**config.mk**
```make
export PLATFORM = sky130hd
export DESIGN_NAME = tba_arbiter
export DESIGN_NICKNAME = d
export VERILOG_FILES = /design/src/common/tba_pkg.sv /design/src/hdl/tba_prio_sel.sv /design/src/hdl/tba_fifo.sv /design/src/hdl/tba_arbiter.sv
export SDC_FILE = /design/constraint.sdc
export NUM_CORES = 1
export LEC_CHECK = 0
export BUFFER_PORTS_ARGS = -buffer_cell sky130_fd_sc_hd__buf_4
export CORE_MARGIN = 2
export CORE_UTILIZATION = 45
export CTS_CLUSTER_DIAMETER = 150
export DETAILED_ROUTE_END_ITERATION = 12
export GPL_ROUTABILITY_DRIVEN = 0
export PLACE_DENSITY = 0.64
export SETUP_SLACK_MARGIN = 0.02
export SLEW_MARGIN = 20
export SYNTH_ARGS = -nofsm -noshare
export SYNTH_HDL_FRONTEND = slang
export SYNTH_SLANG_ARGS = --single-unit
export TNS_END_PERCENT = 5
```
**constraint.sdc**
```tcl
create_clock -name mclk -period 8.7 [get_ports mclk]
set_input_delay 0.435 -clock mclk [delete_from_list [all_inputs] [get_ports mclk]]
set_output_delay 0.435 -clock mclk [all_outputs]
set_load 0.02 [all_outputs]
```
**src/common/tba_pkg.sv**
```systemverilog
// constants and types shared by the transmit-buffer arbiter files
`default_nettype none
package tba_pkg;
  localparam int TBA_NUM_BUF = 4;
  localparam int TBA_BUF_W = 2;
  localparam int TBA_ADDR_W = 5;
  localparam int TBA_TS_W = 64;
  localparam int TBA_FIFO_DEPTH = 4;
  // metadata word offsets inside a frame buffer
  localparam logic [4:0] TBA_OFS_FFMT = 5'h00;
  localparam logic [4:0] TBA_OFS_IDENT = 5'h01;
  localparam logic [4:0] TBA_OFS_TS_LO = 5'h02;
  localparam logic [4:0] TBA_OFS_TS_HI = 5'h03;
  localparam logic [4:0] TBA_OFS_DATA0 = 5'h04;
  // validation length in system clock cycles
  localparam int TBA_VALID_CYCLES = 6;
  localparam logic [31:0] TBA_META_RST = 32'h0000_0000;
  localparam logic [31:0] TBA_ID_RST = 32'h0000_0000;
  localparam logic [1:0] TBA_SEL_RST = 2'h0;

  typedef enum logic [2:0] {
    TBA_ST_IDLE = 3'b000,
    TBA_ST_TS_LO = 3'b001,
    TBA_ST_TS_HI = 3'b010,
    TBA_ST_FFMT = 3'b011,
    TBA_ST_IDENT = 3'b100,
    TBA_ST_WAIT_TS = 3'b101,
    TBA_ST_DONE = 3'b110,
    TBA_ST_LOCKED = 3'b111
  } tba_state_e;
endpackage : tba_pkg
`default_nettype wire

```
**src/hdl/tba_prio_sel.sv**
```systemverilog
// priority decoder over available frame buffers
`default_nettype none
module tba_prio_sel
  import tba_pkg::*;
#(
  parameter int NUM_BUF = TBA_NUM_BUF,
  parameter int PRIO_W = 3
) (
  input wire logic [NUM_BUF-1:0] avail, // buffer ready for transmit
  input wire logic [NUM_BUF*PRIO_W-1:0] prio, // priority per buffer
  output logic sel_valid, // some buffer available
  output logic [TBA_BUF_W-1:0] sel_idx // highest priority index
);
  always_comb begin
    logic [PRIO_W-1:0] best;
    best = '0;
    sel_valid = 1'b0;
    sel_idx = '0;
    for (int i = 0; i < NUM_BUF; i++) begin
      // strictly higher wins, lower index wins ties
      if (avail[i] && (!sel_valid || prio[i*PRIO_W +: PRIO_W] > best)) begin
        sel_valid = 1'b1;
        sel_idx = TBA_BUF_W'(i);
        best = prio[i*PRIO_W +: PRIO_W];
      end
    end
  end
endmodule : tba_prio_sel
`default_nettype wire

```
**src/hdl/tba_fifo.sv**
```systemverilog
// small valid/ready fifo for transmit data words
`default_nettype none
module tba_fifo #(
  parameter int WIDTH = 32,
  parameter int DEPTH = 4
) (
  input wire logic mclk, // system clock
  input wire logic sys_rst, // sync reset, high
  input wire logic in_valid, // write word offered
  output logic in_ready, // room for a word
  input wire logic [WIDTH-1:0] in_data, // write word
  output logic out_valid, // word available
  input wire logic out_ready, // reader takes word
  output logic [WIDTH-1:0] out_data // head word
);
  localparam int AW = $clog2(DEPTH);
  logic [WIDTH-1:0] mem_reg [DEPTH];
  logic [AW-1:0] wr_reg;
  logic [AW-1:0] rd_reg;
  logic [AW:0] cnt_reg;
  logic push;
  logic pop;

  assign in_ready = (cnt_reg != (AW+1)'(DEPTH));
  assign out_valid = (cnt_reg != '0);
  assign push = in_valid && in_ready;
  assign pop = out_valid && out_ready;
  assign out_data = mem_reg[rd_reg];

  always_ff @(posedge mclk) begin
    if (push) begin
      mem_reg[wr_reg] <= in_data;
    end
  end

  always_ff @(posedge mclk) begin
    if (sys_rst) begin
      wr_reg <= '0;
      rd_reg <= '0;
      cnt_reg <= '0;
    end else begin
      if (push) begin
        wr_reg <= (wr_reg == AW'(DEPTH-1)) ? '0 : wr_reg + 1'b1;
      end
      if (pop) begin
        rd_reg <= (rd_reg == AW'(DEPTH-1)) ? '0 : rd_reg + 1'b1;
      end
      cnt_reg <= cnt_reg + (AW+1)'(push) - (AW+1)'(pop);
    end
  end
endmodule : tba_fifo
`default_nettype wire

```
**src/hdl/tba_arbiter.sv**
```systemverilog
// transmit frame buffer arbiter with validation and lock handling
`default_nettype none
module tba_arbiter
  import tba_pkg::*;
#(
  parameter int NUM_BUF = TBA_NUM_BUF,
  parameter int PRIO_W = 3,
  parameter int TS_W = TBA_TS_W,
  parameter bit TECH_ASIC = 1'b0 // 1 selects asic target
) (
  input wire logic mclk, // system clock
  input wire logic sys_rst, // sync reset, high
  input wire logic [NUM_BUF-1:0] buf_avail, // buffer ready state
  input wire logic [NUM_BUF*PRIO_W-1:0] buf_prio, // priorities
  input wire logic [NUM_BUF-1:0] buf_abort, // set abort command
  input wire logic [NUM_BUF-1:0] user_wr, // user ram write
  input wire logic [TS_W-1:0] timestamp, // time base
  output logic [TBA_ADDR_W-1:0] ram_addr, // ram port b address
  output logic [TBA_BUF_W-1:0] ram_idx, // ram port b buffer
  input wire logic [31:0] ram_rdata, // selected ram read data
  output logic [NUM_BUF-1:0] ram_clk_en, // ram clock enables
  output logic tx_validated, // validated buffer exists
  input wire logic lock_cmd, // lock from controller
  input wire logic unlock_cmd, // unlock from controller
  input wire logic [TBA_ADDR_W-1:0] ctl_addr, // data word address
  input wire logic ctl_ptr_upd, // controller read pointer moved
  output logic [31:0] tx_meta, // frame format capture
  output logic [31:0] tx_ident, // identifier capture
  output logic [TBA_BUF_W-1:0] used_idx, // used buffer index
  output logic retx_clear, // clear retransmit counter
  output logic data_valid, // data word to shift register
  input wire logic data_ready, // shift register takes word
  output logic [31:0] data_word // data word
);
  // ---------------------------------------------------------
  // selection
  // ---------------------------------------------------------
  logic sel_valid;
  logic [TBA_BUF_W-1:0] sel_idx;

  tba_prio_sel #(.NUM_BUF(NUM_BUF), .PRIO_W(PRIO_W)) u_sel (
    .avail(buf_avail),
    .prio(buf_prio),
    .sel_valid(sel_valid),
    .sel_idx(sel_idx)
  );

  // ---------------------------------------------------------
  // validation state machine
  // ---------------------------------------------------------
  tba_state_e st_reg;
  tba_state_e st_next;
  logic [TBA_BUF_W-1:0] vidx_reg;
  logic [TBA_BUF_W-1:0] vbuf_reg;
  logic vok_reg;
  logic [31:0] hold_meta_reg;
  logic [31:0] ts_lo_reg;
  logic [TS_W-1:0] frame_ts;
  logic ts_reached;
  logic restart;
  logic [TBA_BUF_W-1:0] last_used_reg;
  logic rd_pend_reg;
  logic [31:0] rd_word_reg;
  logic fifo_ready;

  assign frame_ts = TS_W'({ram_rdata, ts_lo_reg});
  assign ts_reached = (timestamp >= frame_ts);
  assign restart = !sel_valid || (sel_idx != vidx_reg);

  always_comb begin
    st_next = st_reg;
    unique case (st_reg)
      TBA_ST_IDLE: if (sel_valid) st_next = TBA_ST_TS_LO;
      TBA_ST_TS_LO: st_next = TBA_ST_TS_HI;
      TBA_ST_TS_HI: st_next = TBA_ST_WAIT_TS;
      TBA_ST_WAIT_TS: if (ts_reached) st_next = TBA_ST_FFMT;
      TBA_ST_FFMT: st_next = TBA_ST_IDENT;
      TBA_ST_IDENT: st_next = TBA_ST_DONE;
      TBA_ST_DONE: st_next = TBA_ST_DONE;
      TBA_ST_LOCKED: if (unlock_cmd) st_next = TBA_ST_IDLE;
      default: st_next = TBA_ST_IDLE;
    endcase
    // lock has priority over any restart or capture
    if (lock_cmd && tx_validated) begin
      st_next = TBA_ST_LOCKED;
    end else if (st_reg != TBA_ST_LOCKED && st_reg != TBA_ST_IDLE &&
                 restart) begin
      st_next = sel_valid ? TBA_ST_TS_LO : TBA_ST_IDLE;
    end
  end

  always_ff @(posedge mclk) begin
    if (sys_rst) begin
      st_reg <= TBA_ST_IDLE;
    end else begin
      st_reg <= st_next;
    end
  end

  always_ff @(posedge mclk) begin
    if (sys_rst) begin
      vidx_reg <= TBA_SEL_RST;
    end else if (st_reg != TBA_ST_LOCKED && !(lock_cmd && tx_validated)) begin
      vidx_reg <= sel_idx;
    end
  end

  // low timestamp word held while high word is read
  always_ff @(posedge mclk) begin
    if (sys_rst) begin
      ts_lo_reg <= '0;
    end else if (st_reg == TBA_ST_TS_LO) begin
      ts_lo_reg <= ram_rdata;
    end
  end

  // timestamp high word is re-read each wait cycle from the ram
  always_ff @(posedge mclk) begin
    if (sys_rst) begin
      hold_meta_reg <= TBA_META_RST;
    end else if (st_reg == TBA_ST_FFMT && !restart) begin
      hold_meta_reg <= ram_rdata;
    end
  end

  // capture both words together, never during lock
  always_ff @(posedge mclk) begin
    if (sys_rst) begin
      tx_meta <= TBA_META_RST;
      tx_ident <= TBA_ID_RST;
      vbuf_reg <= TBA_SEL_RST;
    end else if (st_reg == TBA_ST_IDENT && !restart && !lock_cmd) begin
      tx_meta <= hold_meta_reg;
      tx_ident <= ram_rdata;
      vbuf_reg <= vidx_reg;
    end
  end

  // outside the locked state, validated flag drops on a selection change or when its buffer leaves ready state
  always_ff @(posedge mclk) begin
    if (sys_rst) begin
      vok_reg <= 1'b0;
    end else if (st_reg == TBA_ST_LOCKED) begin
      vok_reg <= !unlock_cmd;
    end else if (lock_cmd && tx_validated) begin
      vok_reg <= 1'b1;
    end else if (st_reg == TBA_ST_IDENT && !restart) begin
      vok_reg <= 1'b1;
    end else if (restart || !buf_avail[vbuf_reg]) begin
      vok_reg <= 1'b0;
    end
  end

  // abort removes indication in the same cycle
  assign tx_validated = vok_reg && !buf_abort[vbuf_reg] &&
                        (st_reg == TBA_ST_LOCKED || buf_avail[vbuf_reg]);

  always_ff @(posedge mclk) begin
    if (sys_rst) begin
      used_idx <= TBA_SEL_RST;
      last_used_reg <= TBA_SEL_RST;
    end else if (lock_cmd && tx_validated && st_reg != TBA_ST_LOCKED) begin
      used_idx <= vbuf_reg;
      last_used_reg <= vbuf_reg;
    end
  end

  // abort of last used buffer clears retransmit count
  always_ff @(posedge mclk) begin
    if (sys_rst) begin
      retx_clear <= 1'b0;
    end else begin
      retx_clear <= buf_abort[last_used_reg];
    end
  end

  // ---------------------------------------------------------
  // ram addressing and clock gating
  // ---------------------------------------------------------
  logic arb_rd;

  always_comb begin
    ram_addr = TBA_OFS_TS_LO;
    ram_idx = vidx_reg;
    unique case (st_reg)
      TBA_ST_TS_HI, TBA_ST_WAIT_TS: ram_addr = TBA_OFS_TS_HI;
      TBA_ST_FFMT: ram_addr = TBA_OFS_FFMT;
      TBA_ST_IDENT: ram_addr = TBA_OFS_IDENT;
      TBA_ST_LOCKED: begin
        ram_addr = ctl_addr;
        ram_idx = used_idx;
      end
      default: ram_addr = TBA_OFS_TS_LO;
    endcase
  end

  // arbiter reads from start of validation until capture
  assign arb_rd = (st_reg != TBA_ST_IDLE) && (st_reg != TBA_ST_DONE) &&
                  (st_reg != TBA_ST_LOCKED);

  always_comb begin
    for (int i = 0; i < NUM_BUF; i++) begin
      if (TECH_ASIC == 1'b0) begin
        ram_clk_en[i] = user_wr[i] ||
          (arb_rd && vidx_reg == TBA_BUF_W'(i)) ||
          (st_reg == TBA_ST_LOCKED && ctl_ptr_upd &&
           used_idx == TBA_BUF_W'(i));
      end else begin
        ram_clk_en[i] = 1'b1;
      end
    end
  end

  // ---------------------------------------------------------
  // data word path to the shift register
  // ---------------------------------------------------------
  // word read in the pointer cycle, pushed one cycle later
  always_ff @(posedge mclk) begin
    if (sys_rst) begin
      rd_pend_reg <= 1'b0;
    end else begin
      rd_pend_reg <= (st_reg == TBA_ST_LOCKED) && ctl_ptr_upd && fifo_ready;
    end
  end

  always_ff @(posedge mclk) begin
    if (sys_rst) begin
      rd_word_reg <= '0;
    end else if ((st_reg == TBA_ST_LOCKED) && ctl_ptr_upd) begin
      rd_word_reg <= ram_rdata;
    end
  end

  tba_fifo #(.WIDTH(32), .DEPTH(TBA_FIFO_DEPTH)) u_fifo (
    .mclk(mclk),
    .sys_rst(sys_rst),
    .in_valid(rd_pend_reg),
    .in_ready(fifo_ready),
    .in_data(rd_word_reg),
    .out_valid(data_valid),
    .out_ready(data_ready),
    .out_data(data_word)
  );

  // ---------------------------------------------------------
  // checks
  // ---------------------------------------------------------
  a_lock_holds: assert property (@(posedge mclk) disable iff (sys_rst)
    (st_reg == TBA_ST_LOCKED && !unlock_cmd && !buf_abort[used_idx])
    |=> (tx_validated || buf_abort[used_idx]))
    else $error("validated dropped while locked");
  a_lock_prio: assert property (@(posedge mclk) disable iff (sys_rst)
    (lock_cmd && tx_validated) |=> st_reg == TBA_ST_LOCKED)
    else $error("lock not taken");
  a_lock_nocap: assert property (@(posedge mclk) disable iff (sys_rst)
    (lock_cmd && tx_validated) |=> $stable(tx_ident) && $stable(tx_meta))
    else $error("capture changed on lock");
  a_abort_drop: assert property (@(posedge mclk) disable iff (sys_rst)
    buf_abort[vbuf_reg] |-> !tx_validated)
    else $error("aborted buffer still validated");
  a_ts_pause: assert property (@(posedge mclk) disable iff (sys_rst)
    (st_reg == TBA_ST_WAIT_TS && !ts_reached && !lock_cmd && !restart)
    |=> st_reg == TBA_ST_WAIT_TS)
    else $error("validation passed early");
  a_sel_restart: assert property (@(posedge mclk) disable iff (sys_rst)
    (st_reg inside {TBA_ST_TS_HI, TBA_ST_FFMT, TBA_ST_IDENT} &&
     restart && sel_valid && !(lock_cmd && tx_validated))
    |=> st_reg == TBA_ST_TS_LO)
    else $error("no restart on selection change");
  a_valid_len: assert property (@(posedge mclk) disable iff (sys_rst)
    (st_reg == TBA_ST_WAIT_TS && $past(st_reg) == TBA_ST_TS_HI &&
     ts_reached && !restart && !lock_cmd)
    ##1 (!restart && !lock_cmd)[*2] |-> ##1 vok_reg)
    else $error("validation length wrong");
  a_atomic_cap: assert property (@(posedge mclk) disable iff (sys_rst)
    $changed(tx_ident) |-> $past(st_reg) == TBA_ST_IDENT)
    else $error("identifier captured outside step");
  a_gate_idle: assert property (@(posedge mclk) disable iff (sys_rst)
    (TECH_ASIC == 1'b0 && st_reg == TBA_ST_IDLE && user_wr == '0)
    |-> ram_clk_en == '0)
    else $error("ram clock ungated while idle");
  a_locked_addr: assert property (@(posedge mclk) disable iff (sys_rst)
    st_reg == TBA_ST_LOCKED |-> ram_addr == ctl_addr &&
    ram_idx == used_idx)
    else $error("locked address not from controller");

  c_validate: cover property (@(posedge mclk) disable iff (sys_rst)
    st_reg == TBA_ST_IDENT ##1 vok_reg);
  c_lock: cover property (@(posedge mclk) disable iff (sys_rst)
    lock_cmd && tx_validated);
  c_wait_ts: cover property (@(posedge mclk) disable iff (sys_rst)
    st_reg == TBA_ST_WAIT_TS [*3]);
  c_fifo_full: cover property (@(posedge mclk) disable iff (sys_rst)
    !fifo_ready);
endmodule : tba_arbiter
`default_nettype wire

```
==> results.toml <==
[timing]
worst_slew_pin_slew_ns = 1.01
timing.fmax_mhz = 175
finalHoldViolations = 0
clock-skew-final_ns = 0.0132
setup_viol = 0
finalSetupTns_ns = 0
grt_setup_unrepaired = "no"
slew_viol_final = 0
finalCritPeriodShare_pct = 65.8
relSlewSlack_pct = 32.5
post-route-min-period_ns = 5.73
setup_slack_ns = 2.97

[clock_network]
tritoncts = "done"
cts_setup_buffers = 0
cts_buffers = 31
hold_buffers = 0
clkTransAtPathRegs_ns = 0.06
cts_sinks = 309
cts-root-buf = "clkbuf_16"
clk_latency_ns = 0.55
ctsHtreeMaxLevel = 1
clockBufferDepth = 3
post_cts_resized = 0

[floorplan]
core.rowCount = 63
num_io_pins = 243
dieArea_um2 = 31300
die_x_um = 177
chipHeight_um = 177
fp.coreArea_um2 = 29600
initial_core_util_pct = 45.5

[global_route]
antenna_found_initial = 0
first_global_vias = 9249
grt_pass1_wl_um = 51000
busiest_layer = "met2"
use_met3_pct = 3.09
grt_usage_pct = 20.8
grt_max_degree = 104
met1_usage_pct = 30.6
gr-usage-met2_pct = 32.7
overflow = 0

[power]
p_switching_w = 0.000925
clkPwrFrac_pct = 37.6
seqPwrFrac_pct = 43.8
power_density_nw_per_um2 = 215
irDropWorstVdd_uv = 151
total_leakage_power_nw = 6.57
p_int_w = 0.00265
swShare_pct = 25.9
power_frac_comb_pct = 18.6

[synth]
netlist.area_leader.share_pct = 28.6
synth_nets = 1409
post-synth-top-count-cell = "dfxtp_1"
yosys.area.top_type = "edfxtp_1"
avgSynthCellArea_um2 = 11.2
yosys_most_used_dff = "dfxtp_1"
synth-edff-count = 128
synth_common_cells = "181 x dfxtp_1, 166 x nand2_1, 128 x edfxtp_1"
synthTopCellsByArea = "edfxtp_1 29%, dfxtp_1 27%, ha_1 7.4%, mux2i_1 7.4%, mux4_2 5.9%"
async_reset_ff_share_pct = 0
synth.distinct_cells = 60
synth_cells = 1197
syn_area_um2 = 13400
ys_seq_area_share_pct = 55.5
ys_ff_latch = 309
yosys_warnings = 0

[setup_path]
r2r_start = "vidx_reg[0]"
slowest_delay_ns = 0.84
r2r_cells = 7
reg2reg_to = "tx_ident[4]"
worstPathBufferInverterCount = 2
cp.depth = 20
cp-endpoint = "tx_ident[4]"
cp_common_cell = "ha_1"
crit_path_end_kind = "flop"
crit_type = "in2reg"
cpMaxStageDelayCell = "buf_4"
cp-startpoint = "buf_avail[0]"
worstPathCellList = "buf_4 > nand2_1 > ha_1 > nand2_1 > o211ai_1 > nand3_1 > a31oi_1 > ha_1 > and3b_1 > a2111oi_2 > or2_2 > mux2_2 > ha_1 > a41o_1 > o22ai_1 > or4_1 > a21oi_4 > buf_4 > mux2i_1 > nor2_1"
startpoint_type = "input pin"
crit_fanout = 57
required_ns = 9.14
r2r_slack_ns = 5.20
crit_family = "compound AO/OA/AOI/OAI gates"
cp.arrival_ns = 6.16

[finish]
fillers = 2562
fin_cells = 1841
final_net_count = 1638
drive_gt1_share_pct = 24.3
insertedDiodeCount = 0
area_growth_pct = 23.7
largest_reg_flops = 128

[place]
place_worst_setup_slack_ns = 2.39
io_buffers = 242
post-dp-hpwl_um = 22900
place_inst = 1782

[detailed_routing]
dr.pass1.iters = 5
antenna_left = 0
drt_iter0_drc = 553
via_per_inst = 5.16
wirelength_um = 32900
wl_per_cell_um = 17.9
drc = 0
vias = 9496

[job]
drv_cap = 0

[outcome]
outcome = "completed"

[hold_path]
min_path_type = "in2reg"
## cell type report
cell class,instances,area (um^2),share of cell area [%]
Clock inverter,10,135,0.813
Tap cell,390,488,2.93
Inverter,82,308,1.85
Timing Repair Buffer,254,1930,11.6
Clock buffer,48,903,5.43
Sequential cell,309,7470,44.9
Multi-Input combinational cell,748,5400,32.4
## power groups by stage
| stage | Combinational (W) | Clock [W] | Sequential (W) |
|---|---|---|---|
| 2_1_floorplan | 0.000443 | 0 | 0.00158 |
| 3_3_place_gp | 0.000662 | 0 | 0.00160 |
| 3_5_place_dp | 0.000669 | 0 | 0.00160 |
| 4_1_cts | 0.000673 | 0.00137 | 0.00157 |
| 5_1_grt | 0.000733 | 0.00143 | 0.00157 |
| 6_report | 0.000666 | 0.00134 | 0.00157 |
## routing by layer
| metal | wire (um) | part of all wire (%) |
|---|---|---|
| met5 | 0 | 0 |
| met2 | 14900 | 45 |
| met3 | 1540 | 4.7 |
| met4 | 634 | 1.9 |
| met1 | 15800 | 48 |
## logic make-up (layout without fill, tap and decap cells)
group,after synthesis,count (layout),share of synthesized area [%]
XOR/XNOR,2,2,0.130
flip-flops,309,309,55.5
AO/OA/AOI/OAI,165,165,7.46
AND/OR/NAND/NOR,364,364,11.5
multiplexers,136,136,13.4
buffers and inverters,140,394,4.40
adder cells (fa/ha/maj),81,81,7.59
## how the worst min path moves through the flow
stage                              from       endpoint  slack, ns  cells past startpoint
after global routing         unlock_cmd        vok_reg       0.08                      2
after detailed placement  ts_lo_reg[23]  ts_lo_reg[23]       0.45                      2
after floorplan           ts_lo_reg[10]  ts_lo_reg[10]       0.44                      2
after global placement     ts_lo_reg[6]   ts_lo_reg[6]       0.44                      2
after CTS                    unlock_cmd        vok_reg       0.07                      2
final                        unlock_cmd        vok_reg        0.1                      2
## layout by cell type (no fill, tap or decap), types with 3 or more instances in the layout
cell type	netlist	routed
clkbuf_2	0	3
and2_1	11	11
nand2_1	166	165
clkbuf_1	42	8
buf_4	1	252
and3_1	3	3
a221oi_1	3	3
edfxtp_1	128	128
nor4_1	3	3
nand4_1	13	13
nor2b_1	3	3
clkinv_2	0	4
ha_1	80	80
mux2i_1	100	100
a31oi_1	3	3
dfxtp_1	181	179
nor2_1	127	127
a21oi_1	99	99
bufinv_16	0	3
inv_1	82	82
a211oi_1	5	5
nand2b_1	6	6
o21ai_0	17	17
clkbuf_8	0	6
nor3_1	7	7
a21o_1	10	10
clkbuf_16	0	31
mux4_2	35	35
and4_1	3	3
nand3_1	12	12
## per-stage QoR
stage               cell area, um^2  power, W  hold WS (ns)  utilization [%]
floorplan                     13400   0.00202         0.436                -
global placement              15600   0.00226         0.442             52.6
detailed placement            15600   0.00227         0.448             52.6
CTS                           16600   0.00361        0.0672             56.2
global route                  16600   0.00373        0.0834             56.3
finish                        16600   0.00358        0.0989             56.3
Power figures use the tool's default switching activity.
